## src/shared/pldsup_regs.svh

```systemverilog
`ifndef PLDSUP_REGS_SVH
`define PLDSUP_REGS_SVH
// ==========================================
// sizes and reset values
`define PLDSUP_SIG_BITS      64
`define PLDSUP_NREG          8
`define PLDSUP_CFG_BITS      64
`define PLDSUP_Q_RESET       8'h00
`define PLDSUP_SIG_RESET     64'h0000_0000_0000_0000
// ==========================================
// timing: power-up reset time in ns, 20 MHz clock
`define PLDSUP_TPR_NS        1000
`define PLDSUP_CLK_NS        50
`define PLDSUP_TPR_CYC       (`PLDSUP_TPR_NS / `PLDSUP_CLK_NS)
// ==========================================
// checksum seed, arbitrary
`define PLDSUP_CSUM_SEED     16'h0000
`endif

```

## src/shared/pldsup_pkg.sv

```systemverilog
package pldsup_pkg;
    typedef enum logic [1:0] {
        PLDSUP_IDLE,
        PLDSUP_ERASE,
        PLDSUP_WRITE
    } pldsup_prog_t;
endpackage : pldsup_pkg

```

## src/hdl/pldsup_csum.sv

```systemverilog
`timescale 1ns/100ps
`include "pldsup_regs.svh"
// ==========================================
// checksum over array and signature
module pldsup_csum #(
    parameter int CFG_W = `PLDSUP_CFG_BITS,
    parameter int SIG_W = `PLDSUP_SIG_BITS
) (
    input  wire logic [CFG_W-1:0] cfg,
    input  wire logic [SIG_W-1:0] sig,
    output logic      [15:0]      csum
);
    function automatic logic [15:0] fold16(input logic [15:0] acc, input logic [15:0] w);
        fold16 = acc + w;
    endfunction : fold16

    always_comb begin
        csum = `PLDSUP_CSUM_SEED;
        for (int i = 0; i < CFG_W / 16; i++) begin
            csum = fold16(csum, cfg[i*16 +: 16]);
        end
        for (int i = 0; i < SIG_W / 16; i++) begin
            csum = fold16({csum[14:0], csum[15]}, sig[i*16 +: 16]);
        end
    end
endmodule : pldsup_csum

```

## src/hdl/pldsup_top.sv

```systemverilog
`timescale 1ns/100ps
`include "pldsup_regs.svh"
// Behaviour
// - the device holds a 64-bit user signature that the programmer can rewrite.
// - the signature can be read back whether or not the lock cell is set.
// - the checksum covers the signature, so a changed signature changes the checksum.
// - once the lock cell is set, array readback returns nothing useful.
// - the lock cell is cleared only by reset or by the erase step of a reprogramming cycle.
// - each programming cycle erases the configuration by itself first.
// - preload forces each registered output high or low, any state allowed.
// - during preload feedback is broken; normal clocking then proceeds from the forced state.
// - at power-up all register Q values go low within one microsecond.
// - after power-up reset enabled registered output pins read high whatever the polarity.
// - unused inputs read as logical one through the pull-ups.
module pldsup_top #(
    parameter int NREG  = `PLDSUP_NREG,
    parameter int CFG_W = `PLDSUP_CFG_BITS,
    parameter int SIG_W = `PLDSUP_SIG_BITS
) (
    input  wire logic             clk,
    input  wire logic             reset,
    // programmer side
    input  wire logic             prog_start,
    input  wire logic [CFG_W-1:0] prog_cfg,
    input  wire logic [SIG_W-1:0] prog_sig,
    input  wire logic             prog_lock,
    input  wire logic             rd_array_req,
    input  wire logic             rd_sig_req,
    output logic      [CFG_W-1:0] rd_data,
    output logic                  rd_valid,
    output logic                  rd_refused,
    output logic      [15:0]      csum_out,
    output logic                  lock_out,
    output logic                  prog_busy,
    // system side
    input  wire logic [NREG-1:0]  next_state,
    input  wire logic [NREG-1:0]  pin_in,
    input  wire logic [NREG-1:0]  pin_used,
    input  wire logic [NREG-1:0]  polarity,
    input  wire logic             preload_en,
    input  wire logic [NREG-1:0]  preload_val,
    output logic      [NREG-1:0]  q_out,
    output logic      [NREG-1:0]  pin_out,
    output logic      [NREG-1:0]  pin_level,
    output logic                  por_done
);
    localparam int TPR_CYC = `PLDSUP_TPR_CYC;
    localparam int PCW     = $clog2(TPR_CYC + 1);

    // ==========================================
    // pin synchronisers
    logic [NREG-1:0] pin_s1_r;
    logic [NREG-1:0] pin_s2_r;
    logic [NREG-1:0] pin_eff;

    always_ff @(posedge clk or posedge reset) begin
        if (reset) begin
            pin_s1_r <= '1;
            pin_s2_r <= '1;
        end else begin
            pin_s1_r <= pin_in;
            pin_s2_r <= pin_s1_r;
        end
    end

    // floating pins pull up
    assign pin_eff = pin_s2_r | ~pin_used;

    // ==========================================
    // configuration store
    pldsup_pkg::pldsup_prog_t st_r, st_nxt;
    logic [CFG_W-1:0] cfg_r, cfg_nxt;
    logic [SIG_W-1:0] sig_r, sig_nxt;
    logic             lock_r, lock_nxt;
    logic [CFG_W-1:0] rdd_r, rdd_nxt;
    logic             rdv_r, rdv_nxt;
    logic             rdf_r, rdf_nxt;
    logic [15:0]      csum_c;
    logic [15:0]      csum_r;

    always_comb begin
        st_nxt   = st_r;
        cfg_nxt  = cfg_r;
        sig_nxt  = sig_r;
        lock_nxt = lock_r;
        rdd_nxt  = '0;
        rdv_nxt  = 1'b0;
        rdf_nxt  = 1'b0;
        unique case (st_r)
            pldsup_pkg::PLDSUP_IDLE: begin
                if (prog_start) begin
                    st_nxt = pldsup_pkg::PLDSUP_ERASE;
                end else if (rd_sig_req) begin
                    rdd_nxt = CFG_W'(sig_r);
                    rdv_nxt = 1'b1;
                end else if (rd_array_req) begin
                    if (lock_r) begin
                        rdf_nxt = 1'b1;
                    end else begin
                        rdd_nxt = cfg_r;
                        rdv_nxt = 1'b1;
                    end
                end
            end
            pldsup_pkg::PLDSUP_ERASE: begin
                cfg_nxt  = '0;
                sig_nxt  = '0;
                lock_nxt = 1'b0;
                st_nxt   = pldsup_pkg::PLDSUP_WRITE;
            end
            pldsup_pkg::PLDSUP_WRITE: begin
                cfg_nxt  = prog_cfg;
                sig_nxt  = prog_sig;
                lock_nxt = prog_lock;
                st_nxt   = pldsup_pkg::PLDSUP_IDLE;
            end
            default: st_nxt = pldsup_pkg::PLDSUP_IDLE;
        endcase
    end

    pldsup_csum #(
        .CFG_W (CFG_W),
        .SIG_W (SIG_W)
    ) u_csum (
        .cfg  (cfg_r),
        .sig  (sig_r),
        .csum (csum_c)
    );

    always_ff @(posedge clk or posedge reset) begin
        if (reset) begin
            st_r   <= pldsup_pkg::PLDSUP_IDLE;
            cfg_r  <= '0;
            sig_r  <= `PLDSUP_SIG_RESET;
            lock_r <= 1'b0;
            rdd_r  <= '0;
            rdv_r  <= 1'b0;
            rdf_r  <= 1'b0;
            csum_r <= `PLDSUP_CSUM_SEED;
        end else begin
            st_r   <= st_nxt;
            cfg_r  <= cfg_nxt;
            sig_r  <= sig_nxt;
            lock_r <= lock_nxt;
            rdd_r  <= rdd_nxt;
            rdv_r  <= rdv_nxt;
            rdf_r  <= rdf_nxt;
            csum_r <= csum_c;
        end
    end

    assign rd_data    = rdd_r;
    assign rd_valid   = rdv_r;
    assign rd_refused = rdf_r;
    assign csum_out   = csum_r;
    assign lock_out   = lock_r;

    // ==========================================
    // power-up reset and output registers
    logic [PCW-1:0]  por_cnt_r, por_cnt_nxt;
    logic            por_r, por_nxt;
    logic [NREG-1:0] q_r, q_nxt;
    logic [NREG-1:0] pin_r, pin_nxt;
    logic [NREG-1:0] lvl_r, lvl_nxt;
    logic            busy_r, busy_nxt;

    always_comb begin
        por_cnt_nxt = por_cnt_r;
        por_nxt     = por_r;
        q_nxt       = q_r;
        if (!por_r) begin
            // registers held low until reset window ends
            q_nxt = `PLDSUP_Q_RESET;
            if (por_cnt_r == PCW'(TPR_CYC - 1)) begin
                por_nxt = 1'b1;
            end else begin
                por_cnt_nxt = por_cnt_r + PCW'(1);
            end
        end else if (preload_en) begin
            // feedback ignored so the forced state holds
            q_nxt = preload_val;
        end else begin
            q_nxt = next_state;
        end
        // pin is inverted Q; polarity is not applied to it anywhere
        pin_nxt = ~q_nxt;
        lvl_nxt = pin_eff;
        busy_nxt    = (st_nxt != pldsup_pkg::PLDSUP_IDLE);
    end

    always_ff @(posedge clk or posedge reset) begin
        if (reset) begin
            por_cnt_r <= '0;
            por_r     <= 1'b0;
            q_r       <= `PLDSUP_Q_RESET;
            pin_r     <= '1;
            lvl_r     <= '1;
            busy_r    <= 1'b0;
        end else begin
            por_cnt_r <= por_cnt_nxt;
            por_r     <= por_nxt;
            q_r       <= q_nxt;
            pin_r     <= pin_nxt;
            lvl_r     <= lvl_nxt;
            busy_r    <= busy_nxt;
        end
    end

    // polarity input is unused; the register pin stays ~Q
    assign q_out     = q_r;
    assign pin_out   = pin_r;
    assign pin_level = lvl_r;
    assign por_done  = por_r;
    assign prog_busy = busy_r;

    // ==========================================
    // checks
    AST_LOCK_REFUSE: assert property (@(posedge clk) disable iff (reset)
        (st_r == pldsup_pkg::PLDSUP_IDLE && !prog_start && !rd_sig_req && rd_array_req && lock_r)
        |=> (rd_refused && !rd_valid)) else $error("locked array read not refused");
    AST_SIG_READ: assert property (@(posedge clk) disable iff (reset)
        (st_r == pldsup_pkg::PLDSUP_IDLE && !prog_start && rd_sig_req)
        |=> (rd_valid && rd_data[SIG_W-1:0] == $past(sig_r))) else $error("signature read failed");
    AST_PROG_SEQ: assert property (@(posedge clk) disable iff (reset)
        (st_r == pldsup_pkg::PLDSUP_IDLE && prog_start)
        |=> (st_r == pldsup_pkg::PLDSUP_ERASE) ##1 (cfg_r == '0 && !lock_r)) else $error("no erase");
    AST_LOCK_CLEAR: assert property (@(posedge clk) disable iff (reset)
        ($fell(lock_r)) |-> ($past(st_r) == pldsup_pkg::PLDSUP_ERASE)) else $error("lock cleared");
    AST_PROG_SIG: assert property (@(posedge clk) disable iff (reset)
        (st_r == pldsup_pkg::PLDSUP_WRITE) |=> (sig_r == $past(prog_sig))) else $error("sig not stored");
    AST_CSUM_SIG: assert property (@(posedge clk) disable iff (reset)
        ($changed(sig_r) && $stable(cfg_r)) |=> $changed(csum_r)) else $error("checksum misses sig");
    AST_PRELOAD: assert property (@(posedge clk) disable iff (reset)
        (por_r && preload_en) |=> (q_r == $past(preload_val))) else $error("preload not applied");
    AST_POR_LOW: assert property (@(posedge clk) disable iff (reset)
        (!por_r) |=> (q_r == '0 && pin_out == '1)) else $error("power-up state wrong");
    AST_POR_TIME: assert property (@(posedge clk) disable iff (reset)
        $fell(reset) |-> ##[0:20] por_r) else $error("power-up too long");
    AST_PULLUP: assert property (@(posedge clk) disable iff (reset)
        (pin_used != '1) |=> ((pin_level | $past(pin_used)) == '1)) else $error("unused pin not high");
endmodule : pldsup_top

```

## config.mk

```make
export PLATFORM = sky130hd
export DESIGN_NAME = pldsup_top
export DESIGN_NICKNAME = d
export VERILOG_FILES = /design/src/shared/pldsup_pkg.sv /design/src/hdl/pldsup_csum.sv /design/src/hdl/pldsup_top.sv
export VERILOG_INCLUDE_DIRS = /design/src /design/src/shared
export SDC_FILE = /design/constraint.sdc
export NUM_CORES = 1
export LEC_CHECK = 0
export BUFFER_PORTS_ARGS = -buffer_cell sky130_fd_sc_hd__buf_2
export CORE_ASPECT_RATIO = 1.5
export CORE_MARGIN = 2
export CORE_UTILIZATION = 46
export DETAILED_ROUTE_END_ITERATION = 6
export GPL_TIMING_DRIVEN = 0
export PLACE_DENSITY_LB_ADDON = 0.08
export SETUP_SLACK_MARGIN = 0.5
export SYNTH_ARGS = -nofsm -noshare
export SYNTH_HDL_FRONTEND = slang
export SYNTH_SLANG_ARGS = --single-unit
```

## constraint.sdc

```tcl
create_clock -name clk -period 19.35 [get_ports clk]
set_clock_uncertainty 0.05 [all_clocks]
set_input_delay 0.9675 -clock clk [delete_from_list [all_inputs] [get_ports clk]]
set_output_delay 0.9675 -clock clk [all_outputs]
set_load 0.01 [all_outputs]
```

==> impl_metrics.tcl, run 1 <==
set metrics [dict create \
    run_status "finished clean" \
    tns_ns 0 \
    floorplan.die_area_mm2 0.0310 \
    remaining_drc_errors 0 \
    synth-main-ff-cell "sky130_fd_sc_hd__dfrtp_1" \
    r2r_end "csum_out[15]" \
    place_hpwl_mm 32.0 \
    postRouteAntennaNets 0 \
    setup-violations-final 0 \
    avgSynthCellArea_um2 10.0 \
    grt_setup_unrepaired "false" \
    via_per_inst 5.02 \
    clk_path_buf_depth 3 \
    period_share 0.583 \
    postRouteWirelength_mm 39.7 \
    synth-seq-cells 260 \
    post_synth_most_frequent_cells "228 x sky130_fd_sc_hd__dfrtp_1, 188 x sky130_fd_sc_hd__inv_1, 158 x sky130_fd_sc_hd__nand2_1" \
    cp-start-kind "register" \
    grt.total_usage 0.263 \
    netlist.top_cell.by_area "sky130_fd_sc_hd__dfrtp_1" \
    crit_required_ns 19.76 \
    critPathSlowestCell "sky130_fd_sc_hd__fa_1" \
    tightest_slew_ns 0.908 \
    grt_antenna_before_repair 1 \
    ctsRootBufferMaster "sky130_fd_sc_hd__clkbuf_16" \
    route.detailed.wl_per_inst_um 19.1 \
    firstDrtPassIters 5 \
    worst_skew_pair.late_latency_ns 0.55 \
    numPortBuffers 273 \
    synth_most_common_cell "sky130_fd_sc_hd__dfrtp_1" \
    regToRegStartpoint "cfg_r[33]" \
    share_of_layout_cells_above_drive_strength_1 0.222 \
    final_period_minus_worst_setup_slack_ns 11.29 \
    cts-htree-levels 1 \
    grt_first_pass_wirelength_mm 60.7 \
    die_boundary_width_um 144 \
    worstPathMaxFanout 4 \
    syn_inst 1360 \
    critPathCaptureType "register" \
    yosysSeqAreaShare 0.481 \
    worstHoldPathType "input pin to async pin" \
    floorplan.initialDensity 0.465 \
    first_global_vias 10899 \
    crit_path_max_incr_delay_ns 0.49 \
    finish.net_count 1952 \
    clock_sink_count 260 \
    gr-total-overflow 0 \
    timing.setup.critical_path_class "register to register" \
    worst-endpoint-arrival_ns 11.70 \
    post_cts.resized_instances 0 \
    fp-row-count 77 \
    tritoncts "yes" \
    worst-r2r-setup-slack_ns 8.06 \
    count_of_warnings_emitted_by_yosys 0 \
    cts_buffers 26 \
    ff2ff_path_depth 44 \
    final-max-slew-violation-count 0 \
    synth.lib_cells_used.distinct 60 \
    initialDrtViolationCount 297 \
    max_cap_viol_count 0 \
    postSynth.asyncResetShare 1.00 \
    vias 10433 \
    die_height_um 215 \
    crit_path_frequent_cell "sky130_fd_sc_hd__ha_1" \
    maxSlewHeadroom 0.395 \
    floorplan.io_pins 284 \
    area.growth.synth_to_final_pct 20.9 \
    synthTopCellsByArea "sky130_fd_sc_hd__dfrtp_1 42%, sky130_fd_sc_hd__ha_1 7.4%, sky130_fd_sc_hd__dfstp_2 6.2%" \
    routabilityCongestion 0.932 \
    timing_limited_maximum_frequency_mhz 88.6 \
    number_of_hold_buffers_added_after_cts 0 \
    reg_clk_slew_reported_paths_ns 0.06 \
    synthesis.area_mm2 0.0136 \
    final-hold-violation-count 0 \
    synthesized_net_count 1649 \
    yosysTopAreaCellShare 0.419 \
    cts.repair_timing.setup_buffer_count 0 \
    core_area_mm2 0.0293 \
    grt_max_degree 132 \
    number_of_flops_mapped_to_enable_cells_by_yosys 0 \
]
routing by layer:
layer,part of all wire,global-route usage,vias up
met4,0.067,0.151,0
met1,0.37,0.292,5001
met3,0.044,0.0353,92
li1,-,-,5050
met2,0.52,0.472,290
met5,0,0,-
registers in the layout, indices dropped and copies added (netlist names):
register and flops:
cfg_r 64, csum_out 16, lock_out 1, pin_level 8, pin_out 8, pin_s1_r 8, pin_s2_r 8, por_cnt_r 5
por_done 1, prog_busy 1, q_out 8, rd_data 64, rd_refused 1, rd_valid 1, sig_r 64, st_r 2
worst max path at each step:
stage / start / end / slack, ns / cells past startpoint
5_1_grt: cfg_r[33] / csum_out[15] / 7.31 / 44
3_5_place_dp: cfg_r[33] / csum_out[15] / 8.16 / 44
6_report: cfg_r[33] / csum_out[15] / 8.06 / 44
2_1_floorplan: cfg_r[17] / csum_out[15] / 10.09 / 44
3_3_place_gp: cfg_r[33] / csum_out[15] / 8.22 / 44
4_1_cts: cfg_r[33] / csum_out[15] / 8.11 / 44
worst max-delay path: cells and delay by family, from the launching register on:
family / cells / cell delay, ns
flip-flops: 1 / 0.38
AND/OR/NAND/NOR: 6 / 0.90
AO/OA/AOI/OAI: 22 / 5.37
adder cells (fa/ha/maj): 9 / 3.19
XOR/XNOR: 5 / 1.04
buffers and inverters: 2 / 0.25
cell type report:
cell class / instances / area, um2
fill: 2777 / 12800
sequential: 260 / 6550
multi-input combinational: 865 / 6180
timing repair buffer: 275 / 1420
clock buffer: 35 / 736
inverter: 188 / 713
tap: 395 / 494
clock inverter: 13 / 188
buffer: 47 / 178
antenna: 1 / 2.50
stage by stage:
stage | util | cells | hold WS (ns) | worst slack, ns | cell area (um2)
detailed placement | 0.530 | 2030 | 0.297 | 8.16 | 15500
CTS | 0.562 | 2078 | 0.275 | 8.11 | 16500
floorplan | - | 1360 | 0.295 | 10.09 | 13600
global route | 0.562 | 2079 | 0.291 | 7.31 | 16500
finish | 0.562 | 2079 | 0.290 | 8.06 | 16500
global placement | 0.528 | 2028 | 0.295 | 8.22 | 15500
cell usage in the layout, fill, tap and decap left out, types with 3 or more instances in the layout:
cell                        synthesis  layout
sky130_fd_sc_hd__clkbuf_1          45      50
sky130_fd_sc_hd__nand2b_1          19      19
sky130_fd_sc_hd__a21oi_2            4       4
sky130_fd_sc_hd__nand3_1            7       7
sky130_fd_sc_hd__o21ai_1            9       9
sky130_fd_sc_hd__nor3_1            11      11
sky130_fd_sc_hd__a21oi_1           43      43
sky130_fd_sc_hd__and3_1             6       6
sky130_fd_sc_hd__a31oi_1           11      11
sky130_fd_sc_hd__a211oi_1           5       5
sky130_fd_sc_hd__nor2_1            89      89
sky130_fd_sc_hd__buf_2              1     274
sky130_fd_sc_hd__dfrtp_1          228     228
sky130_fd_sc_hd__xnor2_1           54      54
sky130_fd_sc_hd__clkbuf_16          0      27
sky130_fd_sc_hd__mux2i_1           62      62
sky130_fd_sc_hd__a21o_1            29      29
sky130_fd_sc_hd__fa_1              34      34
sky130_fd_sc_hd__inv_1            188     187
sky130_fd_sc_hd__o21a_1             9       9
sky130_fd_sc_hd__clkinv_2           0       3
sky130_fd_sc_hd__mux2_2             9       9
sky130_fd_sc_hd__bufinv_16          0       4
sky130_fd_sc_hd__o21bai_1           5       5
sky130_fd_sc_hd__dfstp_2           32      32
sky130_fd_sc_hd__nand2_1          158     158
sky130_fd_sc_hd__o21ai_0          146     146
sky130_fd_sc_hd__clkbuf_8           0       3
sky130_fd_sc_hd__xor2_1            22      22
sky130_fd_sc_hd__ha_1              80      80
sky130_fd_sc_hd__nor2b_1           11      11
cell families (layout without fill, tap and decap cells):
kind of cell,count (synthesis),after routing,share of synthesized area
simple gates,315,315,0.0984
compound gates,289,289,0.130
flops,260,260,0.481
buf+inv,235,558,0.0649
fa+ha+maj,114,114,0.124
xor+xnor,76,76,0.0489
mux,71,71,0.0531
other cells,0,1,0
Power of run 1 is left out: the tool's default activity adds up to more than one toggle a clock period on the data nets, which glitch-free logic cannot reach.
==> run 2, diff against run 1 <==
Clock period 19.35 ns to 9.15 ns, I/O delays scaled along.
==> impl_metrics.tcl, run 2 (synthesis gave the netlist of run 1 again) <==
set metrics [dict create \
    run_status "finished, violations left" \
    failed_checks "setup timing" \
    grt_antenna_before_repair 0 \
    core_area_mm2 0.0293 \
    period_share 1.05 \
    crit_end "csum_out[13]" \
    critPathCaptureType "register" \
    remaining_drc_errors 0 \
    worst-r2r-setup-slack_ns -0.45 \
    grt.total_usage 0.267 \
    initialDrtViolationCount 425 \
    setup-violations-final 11 \
    nFillCells 2664 \
    route.detailed.wl_per_inst_um 19.2 \
    diodes 0 \
    share_of_layout_cells_above_drive_strength_1 0.276 \
    grt_max_degree 92 \
    final.setup.worst_slack_ns -0.454 \
    grt_setup_unrepaired "true" \
    final-hold-violation-count 0 \
    most_common_cell_after_layout_fill_and_taps_aside "sky130_fd_sc_hd__buf_2" \
    worstPathMaxFanout 3 \
    ff2ff_path_depth 43 \
    floorplan.initialDensity 0.465 \
    cts_buffers 25 \
    crit_path_frequent_cell "sky130_fd_sc_hd__a21o_1" \
    cp-start-kind "register" \
    tns_ns -3.06 \
    worst_skew_pair.late_latency_ns 0.54 \
    vias 10758 \
    clk_path_buf_depth 3 \
    floorplan.die_area_mm2 0.0310 \
    tritoncts "yes" \
    numPortBuffers 273 \
    grt_first_pass_wirelength_mm 61.4 \
    maxSlewHeadroom 0.245 \
    routabilityCongestion 0.964 \
    timing.setup.critical_path_class "register to register" \
    postRouteWirelength_mm 41.0 \
    max_cap_viol_count 0 \
    hold_path_startpoint "pin_used[6]" \
    fp-row-count 77 \
    timing_limited_maximum_frequency_mhz 104 \
    reg_clk_slew_reported_paths_ns 0.06 \
    floorplan.io_pins 284 \
    final_cell_mix "274 x sky130_fd_sc_hd__buf_2, 228 x sky130_fd_sc_hd__dfrtp_1, 183 x sky130_fd_sc_hd__inv_1" \
    area.growth.synth_to_final_pct 27.4 \
    finish.net_count 2015 \
    first_global_vias 11246 \
    regToRegStartpoint "cfg_r[33]" \
    ctsRootBufferMaster "sky130_fd_sc_hd__clkbuf_16" \
    critical_path.startpoint "cfg_r[33]" \
    gr-total-overflow 0 \
    r2r_end "csum_out[13]" \
    critPathSlowestCell "sky130_fd_sc_hd__fa_1" \
    dpl_worst_slack_ns -1.37 \
    postRouteAntennaNets 0 \
    final_period_minus_worst_setup_slack_ns 9.60 \
    worst-endpoint-arrival_ns 9.97 \
    die_boundary_width_um 144 \
    crit_required_ns 9.52 \
    final-max-slew-violation-count 0 \
    die_height_um 215 \
    crit_path_max_incr_delay_ns 0.49 \
    worstHoldPathType "input pin to register" \
    tightest_slew_ns 1.13 \
    clock_sink_count 260 \
    firstDrtPassIters 4 \
    place_hpwl_mm 32.1 \
    cts-htree-levels 1 \
    hold_ws_ns 0.0171 \
    utilization 0.592 \
    via_per_inst 5.03 \
]
run 2: critical path: cells and delay by family, from the launching register on:
kind	cells	cell delay [ns]
DFF	1	0.39
adders and majority gates	9	2.85
and+or+nand+nor	3	0.27
AOI/OAI and AO/OA	23	4.92
xor gates and xnor gates	4	0.60
buffers and inverters	4	0.41
run 2: timing repair:
item	CTS	global route
buffers inserted	38	11
endpoints found under the hold margin	58	0
gates cloned	0	0
hold buffers	15	0
pin swaps	49	50
resized for setup	44	19
setup endpoints to repair	16	16
run 2: worst min path at each step:
stage	to	slack [ns]	depth (start not counted)
2_1_floorplan	pin_s2_r[0]	0.30	0
3_3_place_gp	pin_s2_r[5]	0.30	0
3_5_place_dp	pin_s2_r[0]	0.30	0
4_1_cts	pin_level[6]	0.0007	2
5_1_grt	pin_level[2]	0.02	2
6_report	pin_level[6]	0.02	2
run 2: final cells by class:
type                       count  area (um2)  area share
clock buffer                  35         713      0.0411
timing repair buffer         339        1970       0.114
inverter                     188         713      0.0411
clock inverter                 9         171     0.00989
sequential                   260        6550       0.378
tap                          395         494      0.0285
multi-input combinational    865        6530       0.377
buffer                        47         188      0.0108
run 2: per-stage QoR:
| step | instance area (um2) | std cells |
|---|---|---|
| after floorplan | 13700 | 1360 |
| after global placement | 15600 | 2028 |
| after detailed placement | 15600 | 2030 |
| after CTS | 17100 | 2127 |
| after global routing | 17300 | 2138 |
| final | 17300 | 2138 |
run 2: routing by layer:
metal	track usage	part of all wire	vias up
li1	-	-	5163
met1	0.293	0.36	5150
met2	0.481	0.52	342
met3	0.0368	0.049	103
met4	0.155	0.067	0
met5	0	0	-
Power of run 2 is left out for the same reason.
